<file path="config.mk">
export PLATFORM = sky130hd
export DESIGN_NAME = pif_peripheral_irq
export DESIGN_NICKNAME = d
export VERILOG_FILES = /design/src/inc/pif_pkg.sv /design/src/hw/pif_pin_sync.sv /design/src/hw/pif_peripheral_irq.sv
export SDC_FILE = /design/constraint.sdc
export NUM_CORES = 1
export LEC_CHECK = 0
export BUFFER_PORTS_ARGS = -buffer_cell sky130_fd_sc_hd__clkbuf_2
export CORE_ASPECT_RATIO = 0.7
export CORE_MARGIN = 2
export CORE_UTILIZATION = 45
export CTS_CLUSTER_DIAMETER = 60
export DETAILED_ROUTE_END_ITERATION = 12
export GPL_ROUTABILITY_DRIVEN = 0
export PLACE_DENSITY = 0.77
export REMOVE_ABC_BUFFERS = 1
export SETUP_SLACK_MARGIN = 0.5
export SLEW_MARGIN = 20
export SYNTH_ARGS = -nofsm -noshare
export SYNTH_HDL_FRONTEND = slang
export SYNTH_HIERARCHICAL = 1
export SYNTH_SLANG_ARGS = --single-unit
</file>
<file path="constraint.sdc">
create_clock -name aclk -period 3.1 [get_ports aclk]
set_clock_uncertainty 0.1 [all_clocks]
set_input_delay 0.31 -clock aclk [delete_from_list [all_inputs] [get_ports aclk]]
set_output_delay 0.31 -clock aclk [all_outputs]
set_load 0.05 [all_outputs]
</file>
<file path="src/inc/pif_pkg.sv">
package pif_pkg;

    // ****************************************************************
    // Register map (byte addresses)
    // ****************************************************************
    localparam logic [7:0] PIF_FLAGS_OFFSET   = 8'h0c;
    localparam logic [7:0] PIF_ENABLES_OFFSET = 8'h8c;
    localparam logic [7:0] PIF_CORE_OFFSET    = 8'h90;
    localparam logic [7:0] PIF_STATUS_OFFSET  = 8'h94;

    // ****************************************************************
    // Reset values
    // ****************************************************************
    localparam logic [7:0] PIF_FLAGS_RESET   = 8'h00;
    localparam logic [7:0] PIF_ENABLES_RESET = 8'h00;
    localparam logic [7:0] PIF_CORE_RESET    = 8'h00;

    // ****************************************************************
    // Flag and enable bit positions (same layout in both registers)
    // ****************************************************************
    localparam int PIF_OVERFLOW_BIT    = 0;
    localparam int PIF_CAPTURE_BIT     = 1;
    localparam int PIF_PORT_CHANGE_BIT = 2;
    localparam int PIF_SERIAL_BIT      = 3;
    localparam int PIF_PUSHBUTTON_BIT  = 4;
    localparam int PIF_COMPARATOR_BIT  = 7;
    // Bits 6 and 5 unimplemented
    localparam logic [7:0] PIF_SOURCE_MASK = 8'h9f;

    // ****************************************************************
    // Core interrupt control bits
    // ****************************************************************
    localparam int PIF_GLOBAL_ENABLE_BIT = 7;
    localparam int PIF_GROUP_ENABLE_BIT  = 6;
    localparam int PIF_HS_MODE_BIT       = 0;
    localparam logic [7:0] PIF_CORE_MASK = 8'hc1;

    // ****************************************************************
    // Status register fields
    // ****************************************************************
    localparam int PIF_STAT_IRQ_BIT        = 0;
    localparam int PIF_STAT_PUSHBUTTON_BIT = 1;
    localparam int PIF_STAT_COMPARATOR_BIT = 2;
    localparam int PIF_STAT_PORT_LSB       = 4;

    // ****************************************************************
    // Pin synchroniser vector layout
    // ****************************************************************
    localparam int PIF_SYNC_WIDTH      = 6;
    localparam int PIF_SYNC_PORT_LSB   = 0;
    localparam int PIF_SYNC_PUSHBUTTON = 4;
    localparam int PIF_SYNC_COMPARATOR = 5;

    // ****************************************************************
    // AXI4-Lite responses
    // ****************************************************************
    localparam logic [1:0] PIF_RESP_OKAY   = 2'b00;
    localparam logic [1:0] PIF_RESP_SLVERR = 2'b10;

    typedef enum logic [1:0] {
        PIF_WR_COLLECT = 2'b01,
        PIF_WR_RESPOND = 2'b10
    } pif_wr_state_type;

endpackage

</file>
<file path="src/hw/pif_pin_sync.sv">
`timescale 1ns/1ps
module pif_pin_sync
    import pif_pkg::*;
#(
    parameter int WIDTH = PIF_SYNC_WIDTH
) (
    input  wire logic             aclk,
    input  wire logic             aresetn,
    input  wire logic [WIDTH-1:0] pin_in,
    output logic      [WIDTH-1:0] level_out,
    output logic      [WIDTH-1:0] change_out
);

    logic [WIDTH-1:0] stage1;
    logic [WIDTH-1:0] stage2;
    logic [WIDTH-1:0] stage3;
    logic             primed;
    logic [2:0]       filled;

    // ****************************************************************
    // Three-stage capture
    // ****************************************************************
    always_ff @(posedge aclk) begin
        if (!aresetn) begin
            stage1 <= '0;
            stage2 <= '0;
            stage3 <= '0;
            filled <= 3'b000;
        end else begin
            stage1 <= pin_in;
            stage2 <= stage1;
            stage3 <= stage2;
            // Marks stages that hold real pin samples
            filled <= {filled[1:0], 1'b1};
        end
    end

    // ****************************************************************
    // Accept a level once stages two and three agree
    // ****************************************************************
    always_ff @(posedge aclk) begin
        if (!aresetn) begin
            primed     <= 1'b0;
            level_out  <= '0;
            change_out <= '0;
        end else begin
            change_out <= '0;
            if (!primed) begin
                // First settled sample loads without reporting a change;
                // before three edges the stages still hold reset zeros
                if (filled[2] && (stage2 == stage3)) begin
                    primed    <= 1'b1;
                    level_out <= stage3;
                end
            end else begin
                for (int i = 0; i < WIDTH; i++) begin
                    if ((stage2[i] == stage3[i]) && (stage3[i] != level_out[i])) begin
                        level_out[i]  <= stage3[i];
                        change_out[i] <= 1'b1;
                    end
                end
            end
        end
    end

endmodule // pif_pin_sync

</file>
<file path="src/hw/pif_peripheral_irq.sv">
// The AXI4-Lite register port was decided locally.
`timescale 1ns/1ps
// How it works
// - Flags set regardless of any enable
// - Global enable clear blocks requests, flags still captured
// - Group enable bit 6 gates every source
// - Overflow sets flag, held; enable permits
// - Capture sets flag, held; enable permits
// - Upper port C change sets flag
// - Serial completion sets flag; software clears it
// - Pushbutton flag; unavailable in high-speed mode
// - Comparator trip flag, level sensitive
// - Enable bits 6,5 read zero; 7 comparator
// - Enables at 0x8c, flags at 0x0c, reset zero
module pif_peripheral_irq
    import pif_pkg::*;
(
    input  wire logic        aclk,
    input  wire logic        aresetn,
    input  wire logic [7:0]  s_axi_awaddr,
    input  wire logic [2:0]  s_axi_awprot,
    input  wire logic        s_axi_awvalid,
    output logic             s_axi_awready,
    input  wire logic [31:0] s_axi_wdata,
    input  wire logic [3:0]  s_axi_wstrb,
    input  wire logic        s_axi_wvalid,
    output logic             s_axi_wready,
    output logic [1:0]       s_axi_bresp,
    output logic             s_axi_bvalid,
    input  wire logic        s_axi_bready,
    input  wire logic [7:0]  s_axi_araddr,
    input  wire logic [2:0]  s_axi_arprot,
    input  wire logic        s_axi_arvalid,
    output logic             s_axi_arready,
    output logic [31:0]      s_axi_rdata,
    output logic [1:0]       s_axi_rresp,
    output logic             s_axi_rvalid,
    input  wire logic        s_axi_rready,
    input  wire logic        counter_overflow_event,
    input  wire logic        capture_event,
    input  wire logic        serial_done_event,
    input  wire logic [3:0]  port_c_a_upper,
    input  wire logic        oscillator_pushbutton_pin,
    input  wire logic        comparator_trip_pin,
    output logic             peripheral_irq
);

    // ****************************************************************
    // Declarations
    // ****************************************************************
    logic [7:0]                peripheral_irq_flags;
    logic [7:0]                peripheral_irq_enables;
    logic [7:0]                core_interrupt_control;
    logic [7:0]                next_flags;
    logic [7:0]                set_vector;
    logic [7:0]                pending;
    logic [7:0]                status_word;
    logic [7:0]                read_byte;
    logic                      read_hit;
    pif_wr_state_type          wr_state;
    logic                      aw_held;
    logic                      w_held;
    logic [7:0]                aw_addr_q;
    logic [7:0]                w_data_q;
    logic                      w_lane_q;
    logic                      wr_commit;
    logic                      wr_hit;
    logic                      wr_flags;
    logic                      wr_enables;
    logic                      wr_core;
    logic                      hs_mode;
    logic [PIF_SYNC_WIDTH-1:0] pin_vector;
    logic [PIF_SYNC_WIDTH-1:0] pin_level;
    logic [PIF_SYNC_WIDTH-1:0] pin_change;

    function automatic logic addr_is(input logic [7:0] addr, input logic [7:0] offset);
        addr_is = (addr[7:2] == offset[7:2]);
    endfunction

    // ****************************************************************
    // Pin synchronisers
    // ****************************************************************
    assign pin_vector = {comparator_trip_pin, oscillator_pushbutton_pin, port_c_a_upper};

    pif_pin_sync #(
        .WIDTH (PIF_SYNC_WIDTH)
    ) u_pin_sync (
        .aclk       (aclk),
        .aresetn    (aresetn),
        .pin_in     (pin_vector),
        .level_out  (pin_level),
        .change_out (pin_change)
    );

    assign hs_mode = core_interrupt_control[PIF_HS_MODE_BIT];

    // ****************************************************************
    // Event capture
    // ****************************************************************
    always_comb begin
        set_vector = 8'h00;
        set_vector[PIF_OVERFLOW_BIT] = counter_overflow_event;
        set_vector[PIF_CAPTURE_BIT]  = capture_event;
        set_vector[PIF_PORT_CHANGE_BIT] =
            |pin_change[PIF_SYNC_PORT_LSB +: 4];
        set_vector[PIF_SERIAL_BIT] = serial_done_event;
        // Press pulls the shared oscillator pin low
        set_vector[PIF_PUSHBUTTON_BIT] = pin_change[PIF_SYNC_PUSHBUTTON]
            & ~pin_level[PIF_SYNC_PUSHBUTTON] & ~hs_mode;
        // Re-asserted every cycle while the comparator stays tripped
        set_vector[PIF_COMPARATOR_BIT] = pin_level[PIF_SYNC_COMPARATOR];
    end

    always_comb begin
        next_flags = peripheral_irq_flags;
        if (wr_flags) begin
            next_flags = w_data_q & PIF_SOURCE_MASK;
        end
        // Hardware set wins over a software clear, enables not consulted
        next_flags = next_flags | set_vector;
    end

    always_ff @(posedge aclk) begin
        if (!aresetn) begin
            peripheral_irq_flags <= PIF_FLAGS_RESET;
        end else begin
            peripheral_irq_flags <= next_flags;
        end
    end

    // ****************************************************************
    // Enable and core control registers
    // ****************************************************************
    always_ff @(posedge aclk) begin
        if (!aresetn) begin
            peripheral_irq_enables <= PIF_ENABLES_RESET;
        end else if (wr_enables) begin
            peripheral_irq_enables <= w_data_q & PIF_SOURCE_MASK;
        end
    end

    always_ff @(posedge aclk) begin
        if (!aresetn) begin
            core_interrupt_control <= PIF_CORE_RESET;
        end else if (wr_core) begin
            core_interrupt_control <= w_data_q & PIF_CORE_MASK;
        end
    end

    // ****************************************************************
    // Interrupt request
    // ****************************************************************
    always_comb begin
        pending = peripheral_irq_flags & peripheral_irq_enables;
        // Pushbutton source is dead in high-speed crystal mode
        pending[PIF_PUSHBUTTON_BIT] = pending[PIF_PUSHBUTTON_BIT] & ~hs_mode;
    end

    always_ff @(posedge aclk) begin
        if (!aresetn) begin
            peripheral_irq <= 1'b0;
        end else begin
            peripheral_irq <= (|pending)
                & core_interrupt_control[PIF_GROUP_ENABLE_BIT]
                & core_interrupt_control[PIF_GLOBAL_ENABLE_BIT];
        end
    end

    // ****************************************************************
    // AXI4-Lite write channel
    // ****************************************************************
    assign wr_commit  = (wr_state == PIF_WR_COLLECT) && aw_held && w_held;
    assign wr_hit     = addr_is(aw_addr_q, PIF_FLAGS_OFFSET)
                        || addr_is(aw_addr_q, PIF_ENABLES_OFFSET)
                        || addr_is(aw_addr_q, PIF_CORE_OFFSET)
                        || addr_is(aw_addr_q, PIF_STATUS_OFFSET);
    assign wr_flags   = wr_commit && w_lane_q && addr_is(aw_addr_q, PIF_FLAGS_OFFSET);
    assign wr_enables = wr_commit && w_lane_q && addr_is(aw_addr_q, PIF_ENABLES_OFFSET);
    assign wr_core    = wr_commit && w_lane_q && addr_is(aw_addr_q, PIF_CORE_OFFSET);

    always_ff @(posedge aclk) begin
        if (!aresetn) begin
            aw_held       <= 1'b0;
            aw_addr_q     <= 8'h00;
            s_axi_awready <= 1'b1;
        end else if (s_axi_awvalid && s_axi_awready) begin
            aw_held       <= 1'b1;
            aw_addr_q     <= s_axi_awaddr;
            s_axi_awready <= 1'b0;
        end else if (wr_commit) begin
            aw_held <= 1'b0;
        end else if (s_axi_bvalid && s_axi_bready) begin
            s_axi_awready <= 1'b1;
        end
    end

    always_ff @(posedge aclk) begin
        if (!aresetn) begin
            w_held       <= 1'b0;
            w_data_q     <= 8'h00;
            w_lane_q     <= 1'b0;
            s_axi_wready <= 1'b1;
        end else if (s_axi_wvalid && s_axi_wready) begin
            w_held       <= 1'b1;
            w_data_q     <= s_axi_wdata[7:0];
            w_lane_q     <= s_axi_wstrb[0];
            s_axi_wready <= 1'b0;
        end else if (wr_commit) begin
            w_held <= 1'b0;
        end else if (s_axi_bvalid && s_axi_bready) begin
            s_axi_wready <= 1'b1;
        end
    end

    always_ff @(posedge aclk) begin
        if (!aresetn) begin
            wr_state     <= PIF_WR_COLLECT;
            s_axi_bvalid <= 1'b0;
            s_axi_bresp  <= PIF_RESP_OKAY;
        end else begin
            case (wr_state)
                PIF_WR_COLLECT: begin
                    if (wr_commit) begin
                        wr_state     <= PIF_WR_RESPOND;
                        s_axi_bvalid <= 1'b1;
                        s_axi_bresp  <= wr_hit ? PIF_RESP_OKAY : PIF_RESP_SLVERR;
                    end
                end
                PIF_WR_RESPOND: begin
                    if (s_axi_bready) begin
                        wr_state     <= PIF_WR_COLLECT;
                        s_axi_bvalid <= 1'b0;
                    end
                end
                default: begin
                    wr_state     <= PIF_WR_COLLECT;
                    s_axi_bvalid <= 1'b0;
                end
            endcase
        end
    end

    // ****************************************************************
    // AXI4-Lite read channel
    // ****************************************************************
    always_comb begin
        status_word = 8'h00;
        status_word[PIF_STAT_IRQ_BIT]        = peripheral_irq;
        status_word[PIF_STAT_PUSHBUTTON_BIT] = pin_level[PIF_SYNC_PUSHBUTTON];
        status_word[PIF_STAT_COMPARATOR_BIT] = pin_level[PIF_SYNC_COMPARATOR];
        status_word[PIF_STAT_PORT_LSB +: 4]  = pin_level[PIF_SYNC_PORT_LSB +: 4];
    end

    always_comb begin
        read_byte = 8'h00;
        read_hit  = 1'b1;
        if (addr_is(s_axi_araddr, PIF_FLAGS_OFFSET)) begin
            read_byte = peripheral_irq_flags;
        end else if (addr_is(s_axi_araddr, PIF_ENABLES_OFFSET)) begin
            read_byte = peripheral_irq_enables;
        end else if (addr_is(s_axi_araddr, PIF_CORE_OFFSET)) begin
            read_byte = core_interrupt_control;
        end else if (addr_is(s_axi_araddr, PIF_STATUS_OFFSET)) begin
            read_byte = status_word;
        end else begin
            read_hit = 1'b0;
        end
    end

    always_ff @(posedge aclk) begin
        if (!aresetn) begin
            s_axi_arready <= 1'b1;
            s_axi_rvalid  <= 1'b0;
            s_axi_rdata   <= 32'h0000_0000;
            s_axi_rresp   <= PIF_RESP_OKAY;
        end else if (s_axi_arvalid && s_axi_arready) begin
            s_axi_arready <= 1'b0;
            s_axi_rvalid  <= 1'b1;
            s_axi_rdata   <= {24'h00_0000, read_byte};
            s_axi_rresp   <= read_hit ? PIF_RESP_OKAY : PIF_RESP_SLVERR;
        end else if (s_axi_rvalid && s_axi_rready) begin
            s_axi_arready <= 1'b1;
            s_axi_rvalid  <= 1'b0;
        end
    end

endmodule // pif_peripheral_irq

</file>
Word level (Yosys, flattened, before mapping)
Index checks and enable logic that the tools add are counted.
Cells by class
  reduce and logical (&&, ||, !) cells: 40
  bitwise operators: 9
  muxes and demuxes: 44
  eq/ne operators: 33
Operators by type and width (count)
  $mux W8: 5
  $eq A6 B6 Y1 const B: 6
  $mux W1: 31
  $reduce_and A2 Y1: 11
  $logic_and A1 B1 Y1: 18
  $ne A2 B2 Y1 const B: 8
  $eq A6 B2 Y1 const B: 2
  $mux W6: 2
  $reduce_bool A2 Y1: 6
  $and A8 B8 Y8: 1
  $mux W2: 4
  $or A8 B8 Y8: 1
  $reduce_or A8 Y1: 1
  $eq A1 B1 Y1: 6
  $eq A6 B6 Y1: 1
  $ne A1 B1 Y1: 6
  $and A1 B1 Y1: 5
  $ne A2 B1 Y1 const B: 2
  $pmux W2 S2: 1
  $reduce_or A4 Y1: 1
  $logic_or A1 B1 Y1: 3
  $eq A2 B1 Y1 const B: 1
  $eq A2 B2 Y1 const B: 1
  $not A1 Y1: 2
  $pmux W1 S2: 1
Word-level totals
  logic and storage cells: 157
  flip-flop bits (word level): 89
  output and inout bits: 42
  input port bits: 74

Depth between registers and ports, before layout
Gate-level depths: netlist of the first run.
  word-level depth: 7
  depth in mapped cells: 5
  mapped depth without buffers: 5

By module
Netlist of the first run, hierarchy kept.
By module, submodules not included
  pif_peripheral_irq: times used 1, seq. area each 960.9 um^2, cells an instance 256, area each 2270.9 um^2
  pif_pin_sync: times used 1, seq. area each 680.7 um^2, cells an instance 124, area each 1208.7 um^2

Worst setup path before layout of the first run
No wires, ideal clock.
  kind: register -> register
  start point: register s_axi_bvalid (netlist name)
  end point: register peripheral_irq_flags[2]
  data arrival time: 1.587 ns
  required time: 2.878 ns
  clock period less this slack: 1.809 ns
  path buffers: 1
  setup time: 0.122 ns
  stages on the path, launching flop included: 5
  path slack: 1.291 ns
  cell sequence: dfxtp_1 -> and4b_1 -> and4_1 -> clkbuf_1 -> o311a_1
RTL lines
  end signal, assigned: RTL line pif_peripheral_irq.sv:127  | peripheral_irq_flags <= next_flags;
  end, declared: RTL line pif_peripheral_irq.sv:51  | logic [7:0] peripheral_irq_flags;

==> results of run 1 <==
final timing paths:
| kind | slack [ps] | start | to | cells after the start |
|---|---|---|---|---|
| hold reg to reg | 340 | u_pin_sync/stage1[1] | u_pin_sync/stage2[1] | 1 |
| hold / removal | 60 | oscillator_pushbutton_pin | u_pin_sync/stage1[4] | 2 |
| setup / recovery | 1320 | s_axi_bvalid | peripheral_irq_flags[2] | 4 |
| setup reg to reg | 1320 | s_axi_bvalid | peripheral_irq_flags[2] | 4 |
worst max-delay path: cells and delay by family, from the launching register on:
family | cells | cell delay [ps]
compound gates | 1 | 120
flops | 1 | 370
simple gates | 3 | 1070
state kept, by name, summed over array words and instances, names as in the netlist, 3 cells and up:
name                    count
aw_addr_q                   6
u_pin_sync/change_out       5
u_pin_sync/filled           3
core_interrupt_control      3
u_pin_sync/stage3           6
w_data_q                    7
s_axi_rdata                 8
u_pin_sync/stage1           6
peripheral_irq_enables      6
peripheral_irq_flags        6
u_pin_sync/stage2           6
u_pin_sync/level_out        6
stage by stage:
step,utilization,power (mW),hold WS (ps),instance area (µm²),worst slack [ps]
floorplan,-,1.30,238,3260,1320
global placement,0.497,1.36,313,3650,1280
detailed placement,0.497,1.37,318,3650,1210
CTS,0.525,2.13,51.1,3860,1310
global route,0.525,2.21,61.3,3860,1230
finish,0.525,2.11,64.7,3860,1320
layout make-up:
type                    instances  area, µm²
flip-flops and latches         81       1620
clock buffers                  11        151
well taps                      98        123
repair buffers                 53        270
fillers                       686       3500
clock inverters                 5       53.8
inverters                       3       11.3
multi-input cells             273       1630
power by group through the flow:
stage               clock (mW)  combinational [mW]  sequential, mW
floorplan                    0               0.142            1.15
global placement             0               0.233            1.13
detailed placement           0               0.237            1.13
CTS                      0.785               0.238            1.11
global route             0.836               0.260            1.11
finish                   0.767               0.237            1.11
routing by layer:
metal  track usage  up-vias  wire length [µm]
met4        0.0385        0                35
met2         0.249       74              2850
met1         0.234     1208              3370
met3        0.0646        3               463
li1              -     1349                 -
met5             0        -                 0
==> flow_metrics.py, run 1 <==
metrics = {
    "logic_synthesis": {
        "synth_cells": 374,
        "yosysWarnings": 6,
        "synth_area_mm2": 0.00344,
        "avgSynthCellArea_um2": 9.20,
    },
    "timing": {
        "tns_ps": 0,
        "max_freq_mhz": 562,
        "period_needed_ps": 1780,
        "final-max-slew-violation-count": 0,
        "slew_headroom": 0.382,
        "setup_viol": 0,
        "tightest_slew_ps": 919,
        "hold_viol": 0,
        "rsz0062_at_grt": "false",
        "period_share": 0.574,
    },
    "global_route": {
        "grt_first_pass_wirelength_mm": 11.2,
        "grt_use_total": 0.169,
        "antenna_found_initial": 0,
        "grt_pass1_vias": 2385,
        "overflow": 0,
        "grt_max_degree": 59,
    },
    "die": {
        "io_pins": 116,
        "dieArea_mm2": 0.00837,
        "initial_utilization": 0.468,
        "coreArea_mm2": 0.00735,
        "rows": 26,
        "die_x_um": 108,
        "die_h_um": 77.1,
    },
    "cts": {
        "postCtsHoldBufs": 0,
        "htreeDepth": 3,
        "cts_made_buffers": 9,
        "cts_resized": 0,
        "cts_sinks": 81,
        "clk_latency_ps": 340,
        "cts_max_path_buffers": 2,
        "clk_pin_slew_ps": 80,
        "post-cts-setup-buffer-count": 0,
        "root_buffer": "clkbuf_8",
        "cts_tree": "done",
    },
    "finish": {
        "nets": 495,
        "instances_no_fill": 524,
        "final_common_cell": "dfxtp_1",
        "drive_above_1_share": 0.178,
        "area_growth_pct": 12.1,
        "most-common-layout-cells": "81 x dfxtp_1, 65 x nand2_1, 51 x clkbuf_2",
        "diodes": 0,
    },
    "critical_path": {
        "crit_slowest_cell": "or3_1",
        "start_kind": "flop",
        "crit_arrival_ps": 1920,
        "setup.worst_path.end_class": "flop",
        "cp.required_ps": 3240,
        "crit_type": "flop to flop",
        "critical_path.cell_chain": "and4b_1 > nand4_1 > or3_1 > o311a_1",
        "slowest_delay_ps": 430,
        "crit_fanout": 7,
    },
    "routing": {
        "drt-total-wl_mm": 6.71,
        "via_per_inst": 5.03,
        "ant_nets": 0,
        "first_pass_iters": 4,
        "route.vias.total": 2634,
        "avgRoutedWirePerCell_um": 12.8,
        "drt_iter0_markers": 134,
        "remaining_drc_errors": 0,
    },
    "placed_design": {
        "placed_cells_incl_taps": 508,
        "io_buffers": 51,
        "post-dp-hpwl_mm": 4.88,
    },
    "power": {
        "p_comb_frac": 0.112,
        "leakagePower_nw": 1.57,
        "ir_drop_mv": 0.266,
        "switching_share": 0.264,
        "switching_power_mw": 0.559,
        "clock_power_share": 0.363,
        "intPower_mw": 1.55,
        "powerDensity_mw_per_mm2": 548,
        "p_seq_frac": 0.525,
    },
    "status": {
        "status": "completed",
    },
    "flow_run": {
        "drv_cap": 0,
    },
    "hold_path": {
        "hold_class": "input port to flop",
    },
}
No activity file was read; power rests on OpenSTA's default activity.
==> inputs of run 2 (changes only) <==
Clock period 3.1 ns to 1.65 ns, I/O delays scaled along.
==> flow_metrics.py, run 2 (synthesis gave the netlist of run 1 again) <==
metrics = {
    "power": {
        "powerDensity_mw_per_mm2": 892,
        "clock_power_share": 0.358,
        "ir_drop_mv": 0.512,
        "switching_share": 0.265,
        "p_seq_frac": 0.498,
        "switching_power_mw": 1.11,
        "totalPowerFinal_mw": 4.18,
        "leakagePower_nw": 1.91,
        "p_comb_frac": 0.144,
        "intPower_mw": 3.08,
    },
    "finish": {
        "stdcell_area_mm2": 0.00469,
        "top_regs": "s_axi_rdata (8), w_data_q (7)",
        "regMostFlops": "s_axi_rdata",
        "finalCoreUtilization": 0.638,
        "drive_above_1_share": 0.344,
        "instances_no_fill": 575,
        "nets": 546,
        "final_common_cell": "nand2_1",
        "diodes": 0,
        "area_growth_pct": 36.3,
        "most-common-layout-cells": "62 x nand2_1, 46 x dfxtp_1, 34 x clkbuf_2",
        "largest_reg_flops": 8,
    },
    "critical_path": {
        "critical_path.cell_chain": "nor4b_4 > nand4_1 > buf_4 > or3_1 > o311a_1",
        "cp.required_ps": 1790,
        "setup.worst_path.end_class": "flop",
        "crit_slowest_cell": "dfxtp_2",
        "crit_arrival_ps": 1810,
        "reg2reg_slack_ps": -20,
        "cp_top_family": "simple AND/OR/NAND/NOR gates",
        "reg2reg_depth": 5,
        "cp_num_cells": 5,
        "slowest_delay_ps": 340,
        "start_kind": "flop",
        "crit_fanout": 6,
        "crit_type": "flop to flop",
        "cp_num_buf_inv": 1,
    },
    "routing": {
        "via_per_inst": 5.09,
        "first_pass_iters": 5,
        "route.vias.total": 2925,
        "ant_nets": 0,
        "remaining_drc_errors": 0,
        "avgRoutedWirePerCell_um": 14.1,
        "drt_iter0_markers": 162,
        "drt-total-wl_mm": 8.10,
    },
    "die": {
        "coreArea_mm2": 0.00735,
        "rows": 26,
        "dieArea_mm2": 0.00837,
        "io_pins": 116,
        "initial_utilization": 0.468,
        "die_x_um": 108,
        "die_h_um": 77.1,
    },
    "status": {
        "status": "finished, violations left",
        "failed_checks": "setup timing",
    },
    "placed_design": {
        "placed_cells_incl_taps": 523,
        "place_ws_ps": -74.3,
        "io_buffers": 51,
        "post-dp-hpwl_mm": 5.35,
        "place_area_mm2": 0.00376,
    },
    "timing": {
        "tns_ps": -15.1,
        "max_freq_mhz": 601,
        "hold_ws_ps": 24.2,
        "setup_viol": 1,
        "period_share": 1.01,
        "tightest_slew_ps": 647,
        "rsz0062_at_grt": "true",
        "period_needed_ps": 1670,
        "final-max-slew-violation-count": 0,
        "fin_ws_ps": -15.1,
        "hold_viol": 0,
        "slew_headroom": 0.569,
    },
    "cts": {
        "clk_pin_slew_ps": 80,
        "cts_tree": "done",
        "clk_latency_ps": 350,
        "cts_sinks": 81,
        "cts_max_path_buffers": 2,
        "htreeDepth": 3,
        "root_buffer": "clkbuf_8",
        "cts_made_buffers": 9,
    },
    "flow_run": {
        "drv_cap": 0,
    },
    "global_route": {
        "grt_pass1_vias": 2774,
        "grt_use_total": 0.197,
        "grt_first_pass_wirelength_mm": 13.0,
        "antenna_found_initial": 0,
        "overflow": 0,
        "grt_max_degree": 38,
    },
    "hold_path": {
        "hold_class": "input port to flop",
        "holdPathStages": 3,
    },
}
-- run 2: cell count changes in the layout (fill, tap and decap cells not counted), moves of 3 or more --
cell,change
dfxtp_1,-35
buf_4,+26
dfxtp_2,+25
dlygate4sd3_1,+23
clkbuf_2,-17
buf_8,+13
a211oi_1,-12
a211oi_2,+12
dfxtp_4,+10
clkbuf_16,+3
nand2_1,-3
nand2_2,+3
-- run 2: timing repair --
item	CTS	global route
buffers inserted	10	3
hold buffers	23	0
endpoints found under the hold margin	23	0
pin swaps	13	11
setup endpoints to repair	56	67
gates resized for setup	92	36
-- run 2: worst paths after layout --
check,end,startpoint
hold / removal,s_axi_rvalid,s_axi_rready
setup reg to reg,peripheral_irq_flags[3],aw_addr_q[4]
setup / recovery,peripheral_irq_flags[3],aw_addr_q[4]
hold reg to reg,u_pin_sync/filled[2],u_pin_sync/filled[1]
-- run 2: routing by layer --
layer	track usage	vias to the layer above	part of all wire
met5	0	-	0
met4	0.0641	0	0.011
met3	0.0595	10	0.052
met2	0.316	78	0.48
met1	0.253	1385	0.46
li1	-	1452	-
-- run 2: worst register-to-register path: stages (launching register included) --
cell     delay (ps)
dfxtp_2         340
nor4b_4         340
nand4_1         140
buf_4           180
or3_1           320
o311a_1         140
-- run 2: power by group through the flow --
stage	Sequential, mW	Clock (mW)	Combinational (mW)
2_1_floorplan	2.17	0	0.266
3_3_place_gp	2.12	0	0.459
3_5_place_dp	2.12	0	0.472
4_1_cts	2.08	1.54	0.577
5_1_grt	2.09	1.64	0.645
6_report	2.08	1.50	0.601
-- run 2: cell type report --
type | count | area, µm²
Timing Repair Buffer | 104 | 908
Sequential cell | 81 | 1690
Clock buffer | 14 | 173
Clock inverter | 2 | 35.0
Tap cell | 98 | 123
Multi-Input combinational cell | 273 | 1750
Inverter | 3 | 13.8
Fill cell | 616 | 2660
==> inputs of run 3 (changes only) <==
Settings changed: PLACE_DENSITY 0.77 to 0.8.
Clock period 1.65 ns to 1.4 ns, I/O delays scaled along.
==> flow_metrics.py, run 3 (synthesis gave the netlist of run 1 again) <==
metrics = {
    "finish": {
        "drive_above_1_share": 0.532,
        "regMostFlops": "s_axi_rdata",
        "instances_no_fill": 611,
        "area_growth_pct": 61.4,
        "nets": 583,
        "most-common-layout-cells": "41 x dfxtp_1, 35 x nand2_1, 35 x dfxtp_2",
        "fill_cells": 483,
        "top_regs": "s_axi_rdata (8), w_data_q (7)",
        "final_common_cell": "dfxtp_1",
        "diodes": 0,
        "largest_reg_flops": 8,
        "finalCoreUtilization": 0.755,
    },
    "routing": {
        "first_pass_iters": 4,
        "avgRoutedWirePerCell_um": 17.4,
        "route.met2.wl_mm": 5.41,
        "remaining_drc_errors": 0,
        "via_per_inst": 5.38,
        "ant_nets": 0,
        "wl_met3_um": 589,
        "drt-total-wl_mm": 10.6,
        "wl_met1_mm": 4.27,
        "highest_layer": "met4",
        "route.vias.total": 3286,
        "drt_iter0_markers": 209,
    },
    "timing": {
        "final-max-slew-violation-count": 0,
        "rsz0062_at_grt": "true",
        "period_share": 1.22,
        "setup_viol": 22,
        "hold_viol": 3,
        "hold_ws_ps": -52.0,
        "max_freq_mhz": 588,
        "period_needed_ps": 1700,
        "fin_ws_ps": -302,
        "tightest_slew_ps": 586,
        "slew_headroom": 0.608,
    },
    "cts": {
        "clk_pin_slew_ps": 80,
        "htreeDepth": 3,
        "cts_tree": "done",
        "clk_latency_ps": 360,
        "cts_sinks": 81,
        "postCtsHoldBufs": 21,
        "root_buffer": "clkbuf_8",
        "cts_made_buffers": 9,
        "cts_max_path_buffers": 2,
    },
    "status": {
        "status": "finished, violations left",
        "failed_checks": "hold timing, setup timing",
    },
    "power": {
        "leakagePower_nw": 2.31,
        "intPower_mw": 3.86,
        "ir_drop_mv": 0.582,
        "powerDensity_mw_per_mm2": 965,
        "totalPowerFinal_mw": 5.36,
        "clock_power_share": 0.353,
        "switching_power_mw": 1.49,
        "p_comb_frac": 0.186,
        "switching_share": 0.279,
        "p_seq_frac": 0.461,
    },
    "global_route": {
        "overflow": 0,
        "grt_max_degree": 27,
        "grt_first_pass_wirelength_mm": 14.4,
        "antenna_found_initial": 0,
        "grt_use_total": 0.220,
        "grt_pass1_vias": 3077,
    },
    "hold_path": {
        "hold_class": "input port to flop",
    },
    "critical_path": {
        "crit_slowest_cell": "dfxtp_2",
        "cp.required_ps": 1540,
        "crit_arrival_ps": 1840,
        "start_kind": "flop",
        "crit_fanout": 5,
        "critical_path.cell_chain": "nor4b_4 > nand4_1 > buf_6 > or3_1 > o311a_1",
        "cp_num_buf_inv": 1,
        "cp_top_family": "simple AND/OR/NAND/NOR gates",
        "slowest_delay_ps": 340,
        "crit_type": "flop to flop",
        "setup.worst_path.end_class": "flop",
    },
    "die": {
        "coreArea_mm2": 0.00735,
        "io_pins": 116,
        "die_h_um": 77.1,
        "die_x_um": 108,
        "rows": 26,
        "dieArea_mm2": 0.00837,
        "initial_utilization": 0.468,
    },
    "placed_design": {
        "placed_cells_incl_taps": 546,
        "place_ws_ps": -285,
        "io_buffers": 51,
        "post-dp-hpwl_mm": 5.53,
    },
    "flow_run": {
        "drv_cap": 0,
    },
}
## run 3: cell count changes in the layout (fill, tap and decap cells not counted), sizes merged
| cell | delta |
|---|---|
| and2 | +1 |
| buf | +30 |
| bufinv | +1 |
| clkbuf | +3 |
| clkinvlp | +2 |
| dlygate4sd3 | -2 |
| nand2 | +1 |
## run 3: final timing paths
kind	to	from	cells past startpoint	slack [ps]
setup / recovery	peripheral_irq_flags[0]	aw_addr_q[4]	5	-300
hold / removal	peripheral_irq_flags[1]	capture_event	2	-50
setup reg to reg	peripheral_irq_flags[0]	aw_addr_q[4]	5	-300
hold reg to reg	u_pin_sync/stage2[3]	u_pin_sync/stage1[3]	1	340
## run 3: power groups by stage
stage	Sequential [mW]	Clock (mW)	Combinational [mW]
6_report	2.47	1.89	0.997
5_1_grt	2.48	2.01	1.05
4_1_cts	2.46	1.90	0.809
3_5_place_dp	2.49	0	0.606
3_3_place_gp	2.49	0	0.593
2_1_floorplan	2.56	0	0.314
## run 3: timing repair
item	CTS	global route
gates resized for setup	193	92
gates cloned	1	1
setup endpoints to repair	76	77
setup buffers	11	16
pin swaps	51	53
endpoints found under the hold margin	25	3
## run 3: final cells by class
type | instances | area, µm² | share of cell area
well taps | 98 | 123 | 0.0221
inverters | 3 | 13.8 | 0.00248
clock inverters | 5 | 80.1 | 0.0144
flip-flops and latches | 81 | 1680 | 0.303
repair buffers | 139 | 1390 | 0.251
multi-input cells | 275 | 2120 | 0.382
clock buffers | 10 | 138 | 0.0248
## run 3: metal layers
| layer | GRT usage | vias up |
|---|---|---|
| met4 | 0.0551 | 0 |
| li1 | - | 1528 |
| met5 | 0 | - |
| met1 | 0.272 | 1594 |
| met2 | 0.372 | 131 |
| met3 | 0.0689 | 33 |
## run 3: stage by stage
step,TNS (ps),hold slack (ps),cell area (µm²)
6_report,-4070,-52.0,5550
5_1_grt,-5500,-57.0,5550
4_1_cts,-2730,-64.1,5070
3_5_place_dp,-4600,250,3940
3_3_place_gp,-3520,244,3940
2_1_floorplan,-4810,67.7,3260
